--- config.mk ---
export PLATFORM = sky130hd
export DESIGN_NAME = fpu_state_word_control
export DESIGN_NICKNAME = d
export VERILOG_FILES = /design/src/fpu_state_pkg.sv /design/src/fpu_state_word_control.sv /design/src/tag_classifier.sv /design/src/ahb_reg_slave.sv
export SDC_FILE = /design/constraint.sdc
export NUM_CORES = 1
export LEC_CHECK = 0
export ABC_AREA = 1
export BUFFER_PORTS_ARGS = -buffer_cell sky130_fd_sc_hd__buf_2
export CAP_MARGIN = 20
export CORE_AREA = 4 4 313 315
export DETAILED_ROUTE_END_ITERATION = 10
export DIE_AREA = 0 0 317 319
export PLACE_DENSITY = 0.3
export SETUP_SLACK_MARGIN = 0.3
export SYNTH_ARGS = -nofsm -noshare
export SYNTH_HDL_FRONTEND = slang
export SYNTH_SLANG_ARGS = --single-unit
--- constraint.sdc ---
create_clock -name clock -period 2.7 [get_ports clock]
set_input_delay 0.135 -clock clock [delete_from_list [all_inputs] [get_ports clock]]
set_output_delay 0.135 -clock clock [all_outputs]
set_load 0.1 [all_outputs]
--- src/fpu_state_pkg.sv ---
// Constants for the floating-point state word control block.
// Assumes a single 40 MHz core clock and an AHB-Lite register bus.
// Overview of operation
// RULE_01: Coprocessor type flag always reads one.
// RULE_02: Fault flag set: vector 16, else external.
// RULE_03: Reset clears internal fault report flag.
// RULE_04: Monitor and task switched trap sync, vector 7.
// RULE_05: Software should keep wait monitor flag set.
// RULE_06: Init and reset clear four condition flags.
// RULE_07: Incomplete remainder clears flags zero, one, three.
// RULE_08: Flag two marks incomplete partial tangent.
// RULE_09: Stack fault sets invalid, stack fault, flag one; the code copies stack_overflow into flag one, clearing it on underflow.
// RULE_10: Infinity bit writable, arithmetic always affine.
// RULE_11: Loaded tag 11 empty, others non-empty.
// RULE_12: Non-empty registers classified from contents.
// RULE_13: Store recomputes tags of non-empty registers.
// RULE_14: Unsupported formats get special tag 10B.
// RULE_15: Tag word packs eight two-bit tags in order.
package fpu_state_pkg;
   // ------------------------------------------------------------
   // Register offsets
   // ------------------------------------------------------------
   localparam logic [7:0] ctrl_zero_addr = 8'h00;
   localparam logic [7:0] status_word_addr = 8'h04;
   localparam logic [7:0] control_word_addr = 8'h08;
   localparam logic [7:0] tag_word_addr = 8'h0c;
   localparam logic [7:0] irq_status_addr = 8'h10;
   localparam logic [7:0] irq_enable_addr = 8'h14;
   localparam logic [7:0] irq_clear_addr = 8'h18;
   localparam logic [7:0] fault_info_addr = 8'h1c;
   // ------------------------------------------------------------
   // Field positions
   // ------------------------------------------------------------
   localparam int wait_monitor_bit = 1;
   localparam int task_switched_bit = 3;
   localparam int coproc_type_bit = 4;
   localparam int internal_fault_bit = 5;
   localparam int invalid_op_bit = 0;
   localparam int stack_fault_bit = 6;
   localparam int cond_0_bit = 8;
   localparam int cond_1_bit = 9;
   localparam int cond_2_bit = 10;
   localparam int cond_3_bit = 14;
   localparam int infinity_bit = 12;
   // ------------------------------------------------------------
   // Vectors, tags, reset values
   // ------------------------------------------------------------
   localparam logic [7:0] fault_vector_internal = 8'h10;
   localparam logic [7:0] dev_not_avail_vector = 8'h07;
   localparam logic [1:0] tag_valid = 2'h0;
   localparam logic [1:0] tag_zero = 2'h1;
   localparam logic [1:0] tag_special = 2'h2;
   localparam logic [1:0] tag_empty = 2'h3;
   localparam logic [15:0] ctrl_zero_reset = 16'h0010;
   localparam logic [15:0] control_word_reset = 16'h037f;
   localparam logic [15:0] tag_word_reset = 16'hffff;
   localparam int irq_dna = 0;
   localparam int irq_internal = 1;
   localparam int irq_external = 2;
   localparam int irq_stack = 3;
   localparam int irq_width = 4;
   typedef enum logic [1:0]
   {
      op_classify = 2'b00,
      op_restore = 2'b01,
      op_store = 2'b10
   } tag_op_t;
endpackage : fpu_state_pkg

--- src/fpu_state_word_control.sv ---
// Architectural state word control for the integrated floating-point unit.
// Assumes the integer unit pulses instruction events synchronous to clock,
// and holds the eight stack registers' contents on stack_values.
module fpu_state_word_control
(
   input wire logic clock,
   input wire logic reset,
   input wire logic hsel,
   input wire logic [31:0] haddr,
   input wire logic [1:0] htrans,
   input wire logic hwrite,
   input wire logic [2:0] hsize,
   input wire logic [2:0] hburst,
   input wire logic [3:0] hprot,
   input wire logic hmastlock,
   input wire logic hready,
   input wire logic [31:0] hwdata,
   output logic [31:0] hrdata,
   output logic hreadyout,
   output logic hresp,
   input wire logic [639:0] stack_values,
   input wire logic fpu_init_instr,
   input wire logic remainder_incomplete,
   input wire logic partial_tangent_done,
   input wire logic partial_tangent_incomplete,
   input wire logic stack_fault_event,
   input wire logic stack_overflow,
   input wire logic unmasked_exception,
   input wire logic fpu_sync_instr,
   input wire logic tag_restore_instr,
   input wire logic [15:0] tag_restore_word,
   input wire logic tag_store_instr,
   output logic [15:0] tag_store_word,
   output logic dev_not_avail,
   output logic internal_fault,
   output logic external_fault_request,
   output logic [7:0] fault_vector,
   output logic affine_closure,
   output logic irq
);
   // ------------------------------------------------------------
   // Bus front end and tag classifiers
   // ------------------------------------------------------------
   logic wr_en;
   logic rd_phase;
   logic [7:0] addr;
   logic [15:0] computed_tags;
   ahb_reg_slave bus
   (
      .clock(clock),
      .reset(reset),
      .hsel(hsel),
      .haddr(haddr),
      .htrans(htrans),
      .hwrite(hwrite),
      .hsize(hsize),
      .hready(hready),
      .hreadyout(hreadyout),
      .hresp(hresp),
      .wr_en(wr_en),
      .rd_phase(rd_phase),
      .addr(addr)
   );
   genvar g;
   generate
      for (g = 0; g < 8; g++)
      begin : classify
         tag_classifier cls
         (
            .value(stack_values[g*80 +: 80]),
            .tag(computed_tags[g*2 +: 2]) // see RULE_12
         );
      end
   endgenerate
   // ------------------------------------------------------------
   // State registers
   // ------------------------------------------------------------
   logic [15:0] ctrl_zero;
   logic [15:0] status_word;
   logic [15:0] control_word;
   logic [15:0] tag_word;
   logic [3:0] irq_status;
   logic [3:0] irq_enable;
   logic [15:0] tag_out;
   logic dna;
   logic int_fault;
   logic ext_fault;
   logic [7:0] vector;
   logic [15:0] next_ctrl_zero;
   logic [15:0] next_status_word;
   logic [15:0] next_control_word;
   logic [15:0] next_tag_word;
   logic [3:0] next_irq_status;
   logic [3:0] next_irq_enable;
   logic [15:0] next_tag_out;
   logic next_dna;
   logic next_int_fault;
   logic next_ext_fault;
   logic [7:0] next_vector;
   logic [3:0] events;

   // ------------------------------------------------------------
   // Decode helpers
   // ------------------------------------------------------------
   function automatic logic hit(input logic [7:0] a, input logic [7:0] target);
      hit = (a == target);
   endfunction : hit

   function automatic logic [15:0] restore_tags(input logic [15:0] incoming);
      logic [15:0] r;
      r = 16'h0000;
      for (int i = 0; i < 8; i++)
         r[i*2 +: 2] = (incoming[i*2 +: 2] == fpu_state_pkg::tag_empty) ?
                       fpu_state_pkg::tag_empty : fpu_state_pkg::tag_valid;
      restore_tags = r;
   endfunction : restore_tags

   // ------------------------------------------------------------
   // Next-state logic
   // ------------------------------------------------------------
   always_comb
   begin
      next_ctrl_zero = ctrl_zero;
      next_status_word = status_word;
      next_control_word = control_word;
      next_tag_word = tag_word;
      next_irq_enable = irq_enable;
      next_tag_out = tag_out;
      next_dna = 1'b0;
      next_int_fault = 1'b0;
      next_ext_fault = 1'b0;
      next_vector = vector;
      events = 4'h0;
      // Software writes
      if (wr_en)
      begin
         if (hit(addr, fpu_state_pkg::ctrl_zero_addr))
            next_ctrl_zero = hwdata[15:0];
         if (hit(addr, fpu_state_pkg::status_word_addr))
            next_status_word = hwdata[15:0];
         if (hit(addr, fpu_state_pkg::control_word_addr))
            next_control_word = hwdata[15:0]; // see RULE_10
         if (hit(addr, fpu_state_pkg::tag_word_addr))
            next_tag_word = hwdata[15:0];
         if (hit(addr, fpu_state_pkg::irq_enable_addr))
            next_irq_enable = hwdata[3:0];
      end
      next_ctrl_zero[fpu_state_pkg::coproc_type_bit] = 1'b1; // see RULE_01
      // Device-not-available trap
      if (fpu_sync_instr && ctrl_zero[fpu_state_pkg::wait_monitor_bit]
          && ctrl_zero[fpu_state_pkg::task_switched_bit]) // see RULE_04
      begin
         next_dna = 1'b1;
         next_vector = fpu_state_pkg::dev_not_avail_vector;
         events[fpu_state_pkg::irq_dna] = 1'b1;
      end
      // Exception routing
      else if (unmasked_exception)
      begin
         if (ctrl_zero[fpu_state_pkg::internal_fault_bit]) // see RULE_02
         begin
            next_int_fault = 1'b1;
            next_vector = fpu_state_pkg::fault_vector_internal;
            events[fpu_state_pkg::irq_internal] = 1'b1;
         end
         else
         begin
            next_ext_fault = 1'b1; // see RULE_02
            events[fpu_state_pkg::irq_external] = 1'b1;
         end
      end
      // Condition codes
      if (remainder_incomplete)
      begin
         next_status_word[fpu_state_pkg::cond_0_bit] = 1'b0; // see RULE_07
         next_status_word[fpu_state_pkg::cond_1_bit] = 1'b0;
         next_status_word[fpu_state_pkg::cond_3_bit] = 1'b0;
         next_status_word[fpu_state_pkg::cond_2_bit] = 1'b1;
      end
      if (partial_tangent_done)
         next_status_word[fpu_state_pkg::cond_2_bit] = partial_tangent_incomplete; // see RULE_08
      if (stack_fault_event)
      begin
         next_status_word[fpu_state_pkg::invalid_op_bit] = 1'b1; // see RULE_09
         next_status_word[fpu_state_pkg::stack_fault_bit] = 1'b1;
         next_status_word[fpu_state_pkg::cond_1_bit] = stack_overflow;
         events[fpu_state_pkg::irq_stack] = 1'b1;
      end
      // Tag handling
      if (tag_restore_instr)
         next_tag_word = restore_tags(tag_restore_word); // see RULE_11
      if (tag_store_instr)
      begin
         for (int i = 0; i < 8; i++) // see RULE_15
            next_tag_out[i*2 +: 2] = (tag_word[i*2 +: 2] == fpu_state_pkg::tag_empty) ?
                                     fpu_state_pkg::tag_empty :
                                     computed_tags[i*2 +: 2]; // see RULE_13
      end
      if (fpu_init_instr)
      begin
         next_status_word = 16'h0000; // see RULE_06
         next_control_word = fpu_state_pkg::control_word_reset;
         next_tag_word = fpu_state_pkg::tag_word_reset;
      end
      // Sticky status: set wins over clear
      next_irq_status = irq_status;
      if (wr_en && hit(addr, fpu_state_pkg::irq_clear_addr))
         next_irq_status = irq_status & ~hwdata[3:0];
      next_irq_status = next_irq_status | events;
   end

   // ------------------------------------------------------------
   // Registers
   // ------------------------------------------------------------
   // Architectural state words
   always_ff @(posedge clock or posedge reset)
   begin
      if (reset)
      begin
         ctrl_zero <= fpu_state_pkg::ctrl_zero_reset; // see RULE_03
         status_word <= 16'h0000; // see RULE_06
         control_word <= fpu_state_pkg::control_word_reset;
         tag_word <= fpu_state_pkg::tag_word_reset;
      end
      else
      begin
         ctrl_zero <= next_ctrl_zero;
         status_word <= next_status_word;
         control_word <= next_control_word;
         tag_word <= next_tag_word;
      end
   end

   // Interrupt status and enable
   always_ff @(posedge clock or posedge reset)
   begin
      if (reset)
      begin
         irq_status <= 4'h0;
         irq_enable <= 4'h0;
      end
      else
      begin
         irq_status <= next_irq_status;
         irq_enable <= next_irq_enable;
      end
   end

   // Trap pulses, vector and stored tag word
   always_ff @(posedge clock or posedge reset)
   begin
      if (reset)
      begin
         tag_out <= 16'h0000;
         dna <= 1'b0;
         int_fault <= 1'b0;
         ext_fault <= 1'b0;
         vector <= 8'h00;
      end
      else
      begin
         tag_out <= next_tag_out;
         dna <= next_dna;
         int_fault <= next_int_fault;
         ext_fault <= next_ext_fault;
         vector <= next_vector;
      end
   end

   // ------------------------------------------------------------
   // Read mux
   // ------------------------------------------------------------
   always_comb
   begin
      hrdata = 32'h00000000;
      if (rd_phase)
      begin
         if (hit(addr, fpu_state_pkg::ctrl_zero_addr))
            hrdata = {16'h0000, ctrl_zero};
         else if (hit(addr, fpu_state_pkg::status_word_addr))
            hrdata = {16'h0000, status_word};
         else if (hit(addr, fpu_state_pkg::control_word_addr))
            hrdata = {16'h0000, control_word};
         else if (hit(addr, fpu_state_pkg::tag_word_addr))
            hrdata = {16'h0000, tag_word};
         else if (hit(addr, fpu_state_pkg::irq_status_addr))
            hrdata = {28'h0000000, irq_status};
         else if (hit(addr, fpu_state_pkg::irq_enable_addr))
            hrdata = {28'h0000000, irq_enable};
         else if (hit(addr, fpu_state_pkg::fault_info_addr))
            hrdata = {16'h0000, tag_out};
         else
            hrdata = 32'h00000000;
      end
   end

   // ------------------------------------------------------------
   // Outputs
   // ------------------------------------------------------------
   assign tag_store_word = tag_out;
   assign dev_not_avail = dna;
   assign internal_fault = int_fault;
   assign external_fault_request = ext_fault;
   assign fault_vector = vector;
   assign affine_closure = 1'b1; // see RULE_10
   assign irq = |(irq_status & irq_enable);
endmodule : fpu_state_word_control

--- src/tag_classifier.sv ---
// Classifies one 80-bit stack register into a two-bit tag.
// Assumes extended format: sign, 15-bit exponent, explicit integer bit.
module tag_classifier
(
   input wire logic [79:0] value,
   output logic [1:0] tag
);
   logic [14:0] exponent;
   logic integer_bit;
   logic [62:0] fraction;
   assign exponent = value[78:64];
   assign integer_bit = value[63];
   assign fraction = value[62:0];
   always_comb
   begin
      if (exponent == 15'h0000)
      begin
         if (!integer_bit && fraction == 63'h0)
            tag = fpu_state_pkg::tag_zero;
         else
            tag = fpu_state_pkg::tag_special; // see RULE_14
      end
      else if (!integer_bit)
         tag = fpu_state_pkg::tag_special; // see RULE_14
      else if (exponent == 15'h7fff)
         tag = fpu_state_pkg::tag_special;
      else
         tag = fpu_state_pkg::tag_valid;
   end
endmodule : tag_classifier

--- src/ahb_reg_slave.sv ---
// AHB-Lite slave front end: captures the address phase for the core.
// Assumes one master; zero wait states; response always OKAY.
module ahb_reg_slave
(
   input wire logic clock,
   input wire logic reset,
   input wire logic hsel,
   input wire logic [31:0] haddr,
   input wire logic [1:0] htrans,
   input wire logic hwrite,
   input wire logic [2:0] hsize,
   input wire logic hready,
   output logic hreadyout,
   output logic hresp,
   output logic wr_en,
   output logic rd_phase,
   output logic [7:0] addr
);
   logic wr_pend;
   logic rd_pend;
   logic [7:0] addr_q;
   logic next_wr_pend;
   logic next_rd_pend;
   logic [7:0] next_addr_q;
   logic take;
   assign take = hsel && hready && htrans[1] && hsize == 3'h2;
   always_comb
   begin
      next_wr_pend = take && hwrite;
      next_rd_pend = take && !hwrite;
      next_addr_q = take ? haddr[7:0] : addr_q;
   end
   always_ff @(posedge clock or posedge reset)
   begin
      if (reset)
      begin
         wr_pend <= 1'b0;
         rd_pend <= 1'b0;
         addr_q <= 8'h00;
      end
      else
      begin
         wr_pend <= next_wr_pend;
         rd_pend <= next_rd_pend;
         addr_q <= next_addr_q;
      end
   end
   assign hreadyout = 1'b1;
   assign hresp = 1'b0;
   assign wr_en = wr_pend;
   assign rd_phase = rd_pend;
   assign addr = addr_q;
endmodule : ahb_reg_slave

## Word-level counts from Yosys, hierarchy flattened

Cells that the tools add are included.

- Mux-type cells: 86
- Bitwise gates (word level): 4
- Equality and inequality tests: 32
- Reduce and logical (&&, ||, !) cells: 68

Operators with widths:

| kind | number |
|---|---|
| $logic_not 63->1 | 8 |
| $mux 16 | 18 |
| $eq 15x15->1 const B | 8 |
| $logic_not 15->1 | 8 |
| $mux 2 | 50 |
| $eq 2x2->1 const B | 16 |
| $eq 8x5->1 const B | 4 |
| $mux 8 | 3 |
| $reduce_and 2->1 | 10 |
| $reduce_bool 3->1 | 6 |
| $eq 8x4->1 const B | 2 |
| $logic_and 1x1->1 | 16 |
| $reduce_bool 4->1 | 4 |
| $mux 1 | 13 |
| $reduce_bool 2->1 | 5 |
| $logic_not 1->1 | 9 |
| $and 4x4->4 | 2 |
| $eq 8x3->1 const B | 1 |
| $logic_not 8->1 | 1 |
| $mux 4 | 1 |
| $not 4->4 | 1 |
| $or 4x4->4 | 1 |
| $reduce_or 4->1 | 1 |
| $eq 3x2->1 const B | 1 |
| $mux 3 | 1 |

- Input bits: 748
- Word-level logic and storage cells: 208
- Bits in registers: 108
- Output and inout bits: 63

## Longest topological paths before layout

- Depth in word-level cells: 9
- Depth in mapped cells: 10
- Depth with buffers taken out: 9

## By module

From an unflattened synthesis, not the netlist that was laid out.

- Cells, all modules: 1345
- Area, all modules: 8036.5 µm²

By module, submodules not included:

| module | sequential area each (µm²) | cells an instance | instances | area an instance (µm²) |
|---|---|---|---|---|
| fpu_state_word_control | 2333.5 | 618 | 1 | 4885.9 |
| tag_classifier | 0.0 | 85 | 8 | 337.8 |
| ahb_reg_slave | 250.2 | 47 | 1 | 447.9 |

## Worst setup path after synthesis

No wires, ideal clock.

- Path kind: register to output
- Start: register tag_out[12] (netlist: tag_store_word[12])
- End: output hrdata[12]
- Arrival: 2.659 ns
- Setup slack: -0.094 ns
- Required time: 2.565 ns
- Stages on the path, launching flop included: 5
- Cell sequence: dfrtp_1 > nand3_1 > nand2_1 > a21oi_1 > a21oi_1

- Word-level cells in the longest chain between the ends: 8

Ends and longest elaborated chain:

| what | RTL line | text |
|---|---|---|
| start: declaration | fpu_state_word_control.sv:84 | `logic [15:0] tag_out;` |
| start signal: assignment | fpu_state_word_control.sv:262 | `tag_out <= next_tag_out;` |
| $mux 16 | fpu_state_word_control.sv:290 | `else if (hit(addr, fpu_state_pkg::fault_info_addr))` |
| $mux 16 | fpu_state_word_control.sv:288 | `else if (hit(addr, fpu_state_pkg::irq_enable_addr))` |
| $mux 16 | fpu_state_word_control.sv:286 | `else if (hit(addr, fpu_state_pkg::irq_status_addr))` |
| $mux 16 | fpu_state_word_control.sv:284 | `else if (hit(addr, fpu_state_pkg::tag_word_addr))` |
| $mux 16 | fpu_state_word_control.sv:282 | `else if (hit(addr, fpu_state_pkg::control_word_addr))` |
| $mux 16 | fpu_state_word_control.sv:280 | `else if (hit(addr, fpu_state_pkg::status_word_addr))` |
| $mux 16 | fpu_state_word_control.sv:278 | `if (hit(addr, fpu_state_pkg::ctrl_zero_addr))` |
| $mux 16 | fpu_state_word_control.sv:276 | `if (rd_phase)` |
| end: declaration | fpu_state_word_control.sv:18 | `output logic [31:0] hrdata,` |

Every way passes these cells.

## Worst setup path in the final report

- Start: register bus.addr_q[1] (netlist: bus.addr[1])
- End: output hrdata[8]

- Word-level cells in the longest chain between the ends: 9

Ends and longest elaborated chain:

| what | RTL line | text |
|---|---|---|
| start: declaration | ahb_reg_slave.sv:21 | `logic [7:0] addr_q;` |
| start signal: assignment | ahb_reg_slave.sv:45 | `addr_q <= next_addr_q;` |
| $eq 8x5->1 | fpu_state_word_control.sv:106 | `hit = (a == target);` |
| $mux 16 | fpu_state_word_control.sv:290 |  |
| $mux 16 | fpu_state_word_control.sv:288 |  |
| $mux 16 | fpu_state_word_control.sv:286 |  |
| $mux 16 | fpu_state_word_control.sv:284 |  |
| $mux 16 | fpu_state_word_control.sv:282 |  |
| $mux 16 | fpu_state_word_control.sv:280 |  |
| $mux 16 (*) | fpu_state_word_control.sv:278 |  |
| $mux 16 (*) | fpu_state_word_control.sv:276 |  |

Mark *: on every way between the ends. The rest lies on a longest branch, timed or not.

==> metrics <==
post-place setup slack roughly 0.52 ns; H-tree Lvls 3; starting density of the core 0.0847; I/O Pins slightly above 800; global routing usage on met3 0.0107; CTS sink count roughly 100; total power divided by cell area roughly 330 nW/um2; Worst Skew roughly 0.016 ns; clock-pin slew on the worst setup and hold paths about 0.080 ns; CP Launch Point bus.addr[1]; worst-path cell chain inv_2, nand2_4, nor2_4, buf_4, nand3_1, nand2_1, a21oi_1, a21oi_2, buf_12; first-pass GRT wire length a little under 80000 um; Switching Share 0.369; global routing's busiest layer met2; DP Wirelength 50500 um; maximum capacitance violations 0; Slew Viols, Final 0; Starting DRT DRC Count approximately 390; delay-heaviest family, CP buffers and inverters; Clock Latency Late Sink around 0.37 ns; Worst Path Required ~2.6 ns; RD Place Congestion 0.889; Mapped Area between 8000 and 9000 um2; setup TNS 0 ns; Internal between 0.002 and 0.003 W; core area 94900 um2; Die Y-Extent ~320 um; post-DR vias/cell 3.34; DR DRC count 0; CTS tree yes; Post-Synthesis Cells about 1300; row count approximately 110; CP endpoint kind output port; post-synth cell types 38; fin crit share 0.841; routed length per placed instance ~17 um; origin of the worst min-delay path haddr[5]; placed insts approximately 3300; largest net degree at the start of global routing approximately 100; share of post-route cells with drive strength above 1 0.423; Final Hold Fails 0; mean post-synth cell area 6.09 um2; Worst slew margin 0.581; register area share after synthesis 0.322; maximum buffer depth of the clock tree 2; crit-path max FO 15; met1 usage in global routing 0.144; YS warnings 0; critical path launch point type flop; via count around 11000; VDD IR max 0.278 mV; sequential group share of total power 0.376; status completed; Total Wirelength around 56000 um; All-Layer GR Usage 0.106; critical path's slowest cell dfrtp_1; grt total ovfl 0; number of routed nets with antenna violations 0; post-layout min period roughly 2.3 ns; # port buffers 730; CTS buffer count 9; CP peak stage delay 0.42 ns; Arrival @ worst endpoint ~2.1 ns; full die area 101000 um2; switching power total around 0.0017 W; root buffer cell clkbuf_16; DIE WIDTH ~320 um; Final WS setup about 0.43 ns; unrepaired setup endpoints after global routing no; P_leak around 6.5 nW; #FFs+latches synth approximately 100; Final Util 0.145; Gate power share 0.327; HP Class input port to flop; final setup fails 0; worst r2r src bus.addr[1]; Worst Max-Slew Pin Slew 0.629 ns; drt first pass iters 5; P&R area growth vs syn 71.7%; initial antenna violation count 12; Tot Pwr about 0.0046 W; final net count 2804; buffer and inverter count on the worst path 3; met2 GRT Util 0.185; vias in the first global route 11390; Crit Path Class flop to output port; non-filler instance count after layout ~3300; Clk pwr share 0.297; fmax around 0.44 GHz
==> Yosys cell counts, drive strengths merged <==
cell type	count	area, um2
nor2	498	1950
nand2	301	1170
dfrtp	77	1930
nand3	75	398
a21oi	73	395
inv	72	275
o21ai	67	392
nand4	48	300
buf	45	335
dfstp	25	657
a31oi	11	68.8
clkbuf	6	23.8
o2111ai	4	35.0
nor3	3	15.0
o22ai	3	18.8
a211oi	2	15.0
conb	2	7.51
o211ai	2	15.0
a22oi	1	7.51
clkinv	1	8.76
nor3b	1	7.51
o31ai	1	7.51
or2	1	6.26
==> worst reg2reg max path, stage by stage, from the launching register on <==
cell	delay [ns]
dfrtp_1	0.41
inv_2	0.08
nand2_4	0.11
nor2_4	0.07
buf_4	0.20
nand3_2	0.11
nand2_4	0.17
nor2_4	0.45
nand2_1	0.11
nand2_1	0.09
==> repair_timing <==
item,in CTS,in global routing
endpoints found under the setup margin,12,12
gates resized for setup,2,8
buffers inserted,2,3
pin swaps,1,1
hold buffers,4,0
hold endpoints to repair,51,0
==> cell type report <==
cell class                      instances  area, um2
Tap cell                             1265       1580
Antenna cell                            2       5.00
Clock buffer                           14        284
Multi-Input combinational cell       1114       4940
Fill cell                           11196      81100
Clock inverter                          2       13.8
Timing Repair Buffer                  756       4100
Inverter                               73        288
Sequential cell                       102       2580
==> registers in the layout, summed over array words and instances, names as in the netlist <==
signal and cells:
control_word 16, status_word 16, tag_store_word 16, tag_word 16, ctrl_zero 15, bus.addr 8
irq_enable 4, irq_status 4, fault_vector 2, bus.rd_phase 1, bus.wr_en 1, dev_not_avail 1
external_fault_request 1, internal_fault 1
==> worst paths after layout <==
kind / to / slack (ns) / depth (start not counted)
hold reg to reg: control_word[7] / 0.48 / 2
setup reg to reg: tag_word[1] / 0.87 / 9
max in group asynchronous: irq_status[0] / 1.74 / 4
hold / removal: bus.addr[5] / 0.02 / 3
min in group asynchronous: tag_store_word[15] / 0.48 / 4
setup / recovery: hrdata[8] / 0.43 / 9
==> power by group through the flow <==
stage               Clock (W)  Sequential (W)  Combinational (W)
floorplan                   0         0.00193           0.000553
global placement            0         0.00175            0.00151
detailed placement          0         0.00175            0.00151
CTS                   0.00142         0.00172            0.00152
global route          0.00147         0.00173            0.00164
finish                0.00136         0.00172            0.00150
==> through the flow <==
step                hold slack [ns]  instance area (um2)
finish                       0.0240                13800
global route                 0.0318                13800
CTS                         0.00284                13700
detailed placement            0.343                13400
global placement              0.344                13400
floorplan                     0.201                 8160
==> logic make-up (layout without fill, tap and decap cells) <==
logic type | after synthesis | in the layout | share of synthesized area
AND/OR/NAND/NOR | 927 | 927 | 0.479
AO/OA/AOI/OAI | 164 | 164 | 0.119
buffers and inverters | 124 | 845 | 0.0800
flip-flops | 102 | 102 | 0.322
other | 2 | 25 | 0.000935
==> cell usage in the layout (no fill, tap or decap), types with 2 or more instances in the layout <==
cell,synthesis,layout
nor2_2,5,11
buf_4,29,19
nand4_1,48,48
dfstp_2,25,25
inv_4,2,2
a21oi_1,65,58
nor2_4,5,5
o21ai_2,15,16
clkbuf_4,0,2
inv_2,12,12
clkinv_4,1,2
nand2_4,3,4
diode_2,0,2
conb_1,2,23
nand3_1,72,72
nor3_1,3,3
nand3_2,2,2
inv_1,58,57
buf_2,10,714
o211ai_1,2,2
a31oi_1,11,11
nor2_1,486,480
clkbuf_8,0,4
clkbuf_16,0,9
dlygate4sd3_1,0,4
a21oi_2,8,15
nand2_1,292,291
a211oi_1,2,2
dfrtp_1,77,77
o2111ai_1,4,4
nand2_2,6,6
o22ai_1,3,3
o21ai_1,14,14
buf_12,0,15
nor2_8,2,2
o21ai_0,38,37
==> routing by layer <==
layer  vias up  wire [um]
met1      4971      25700
met2       407      27600
met3        30       2680
met4         4        402
met5         -         29
li1       5687          -
(Power assumes the default switching activity.)
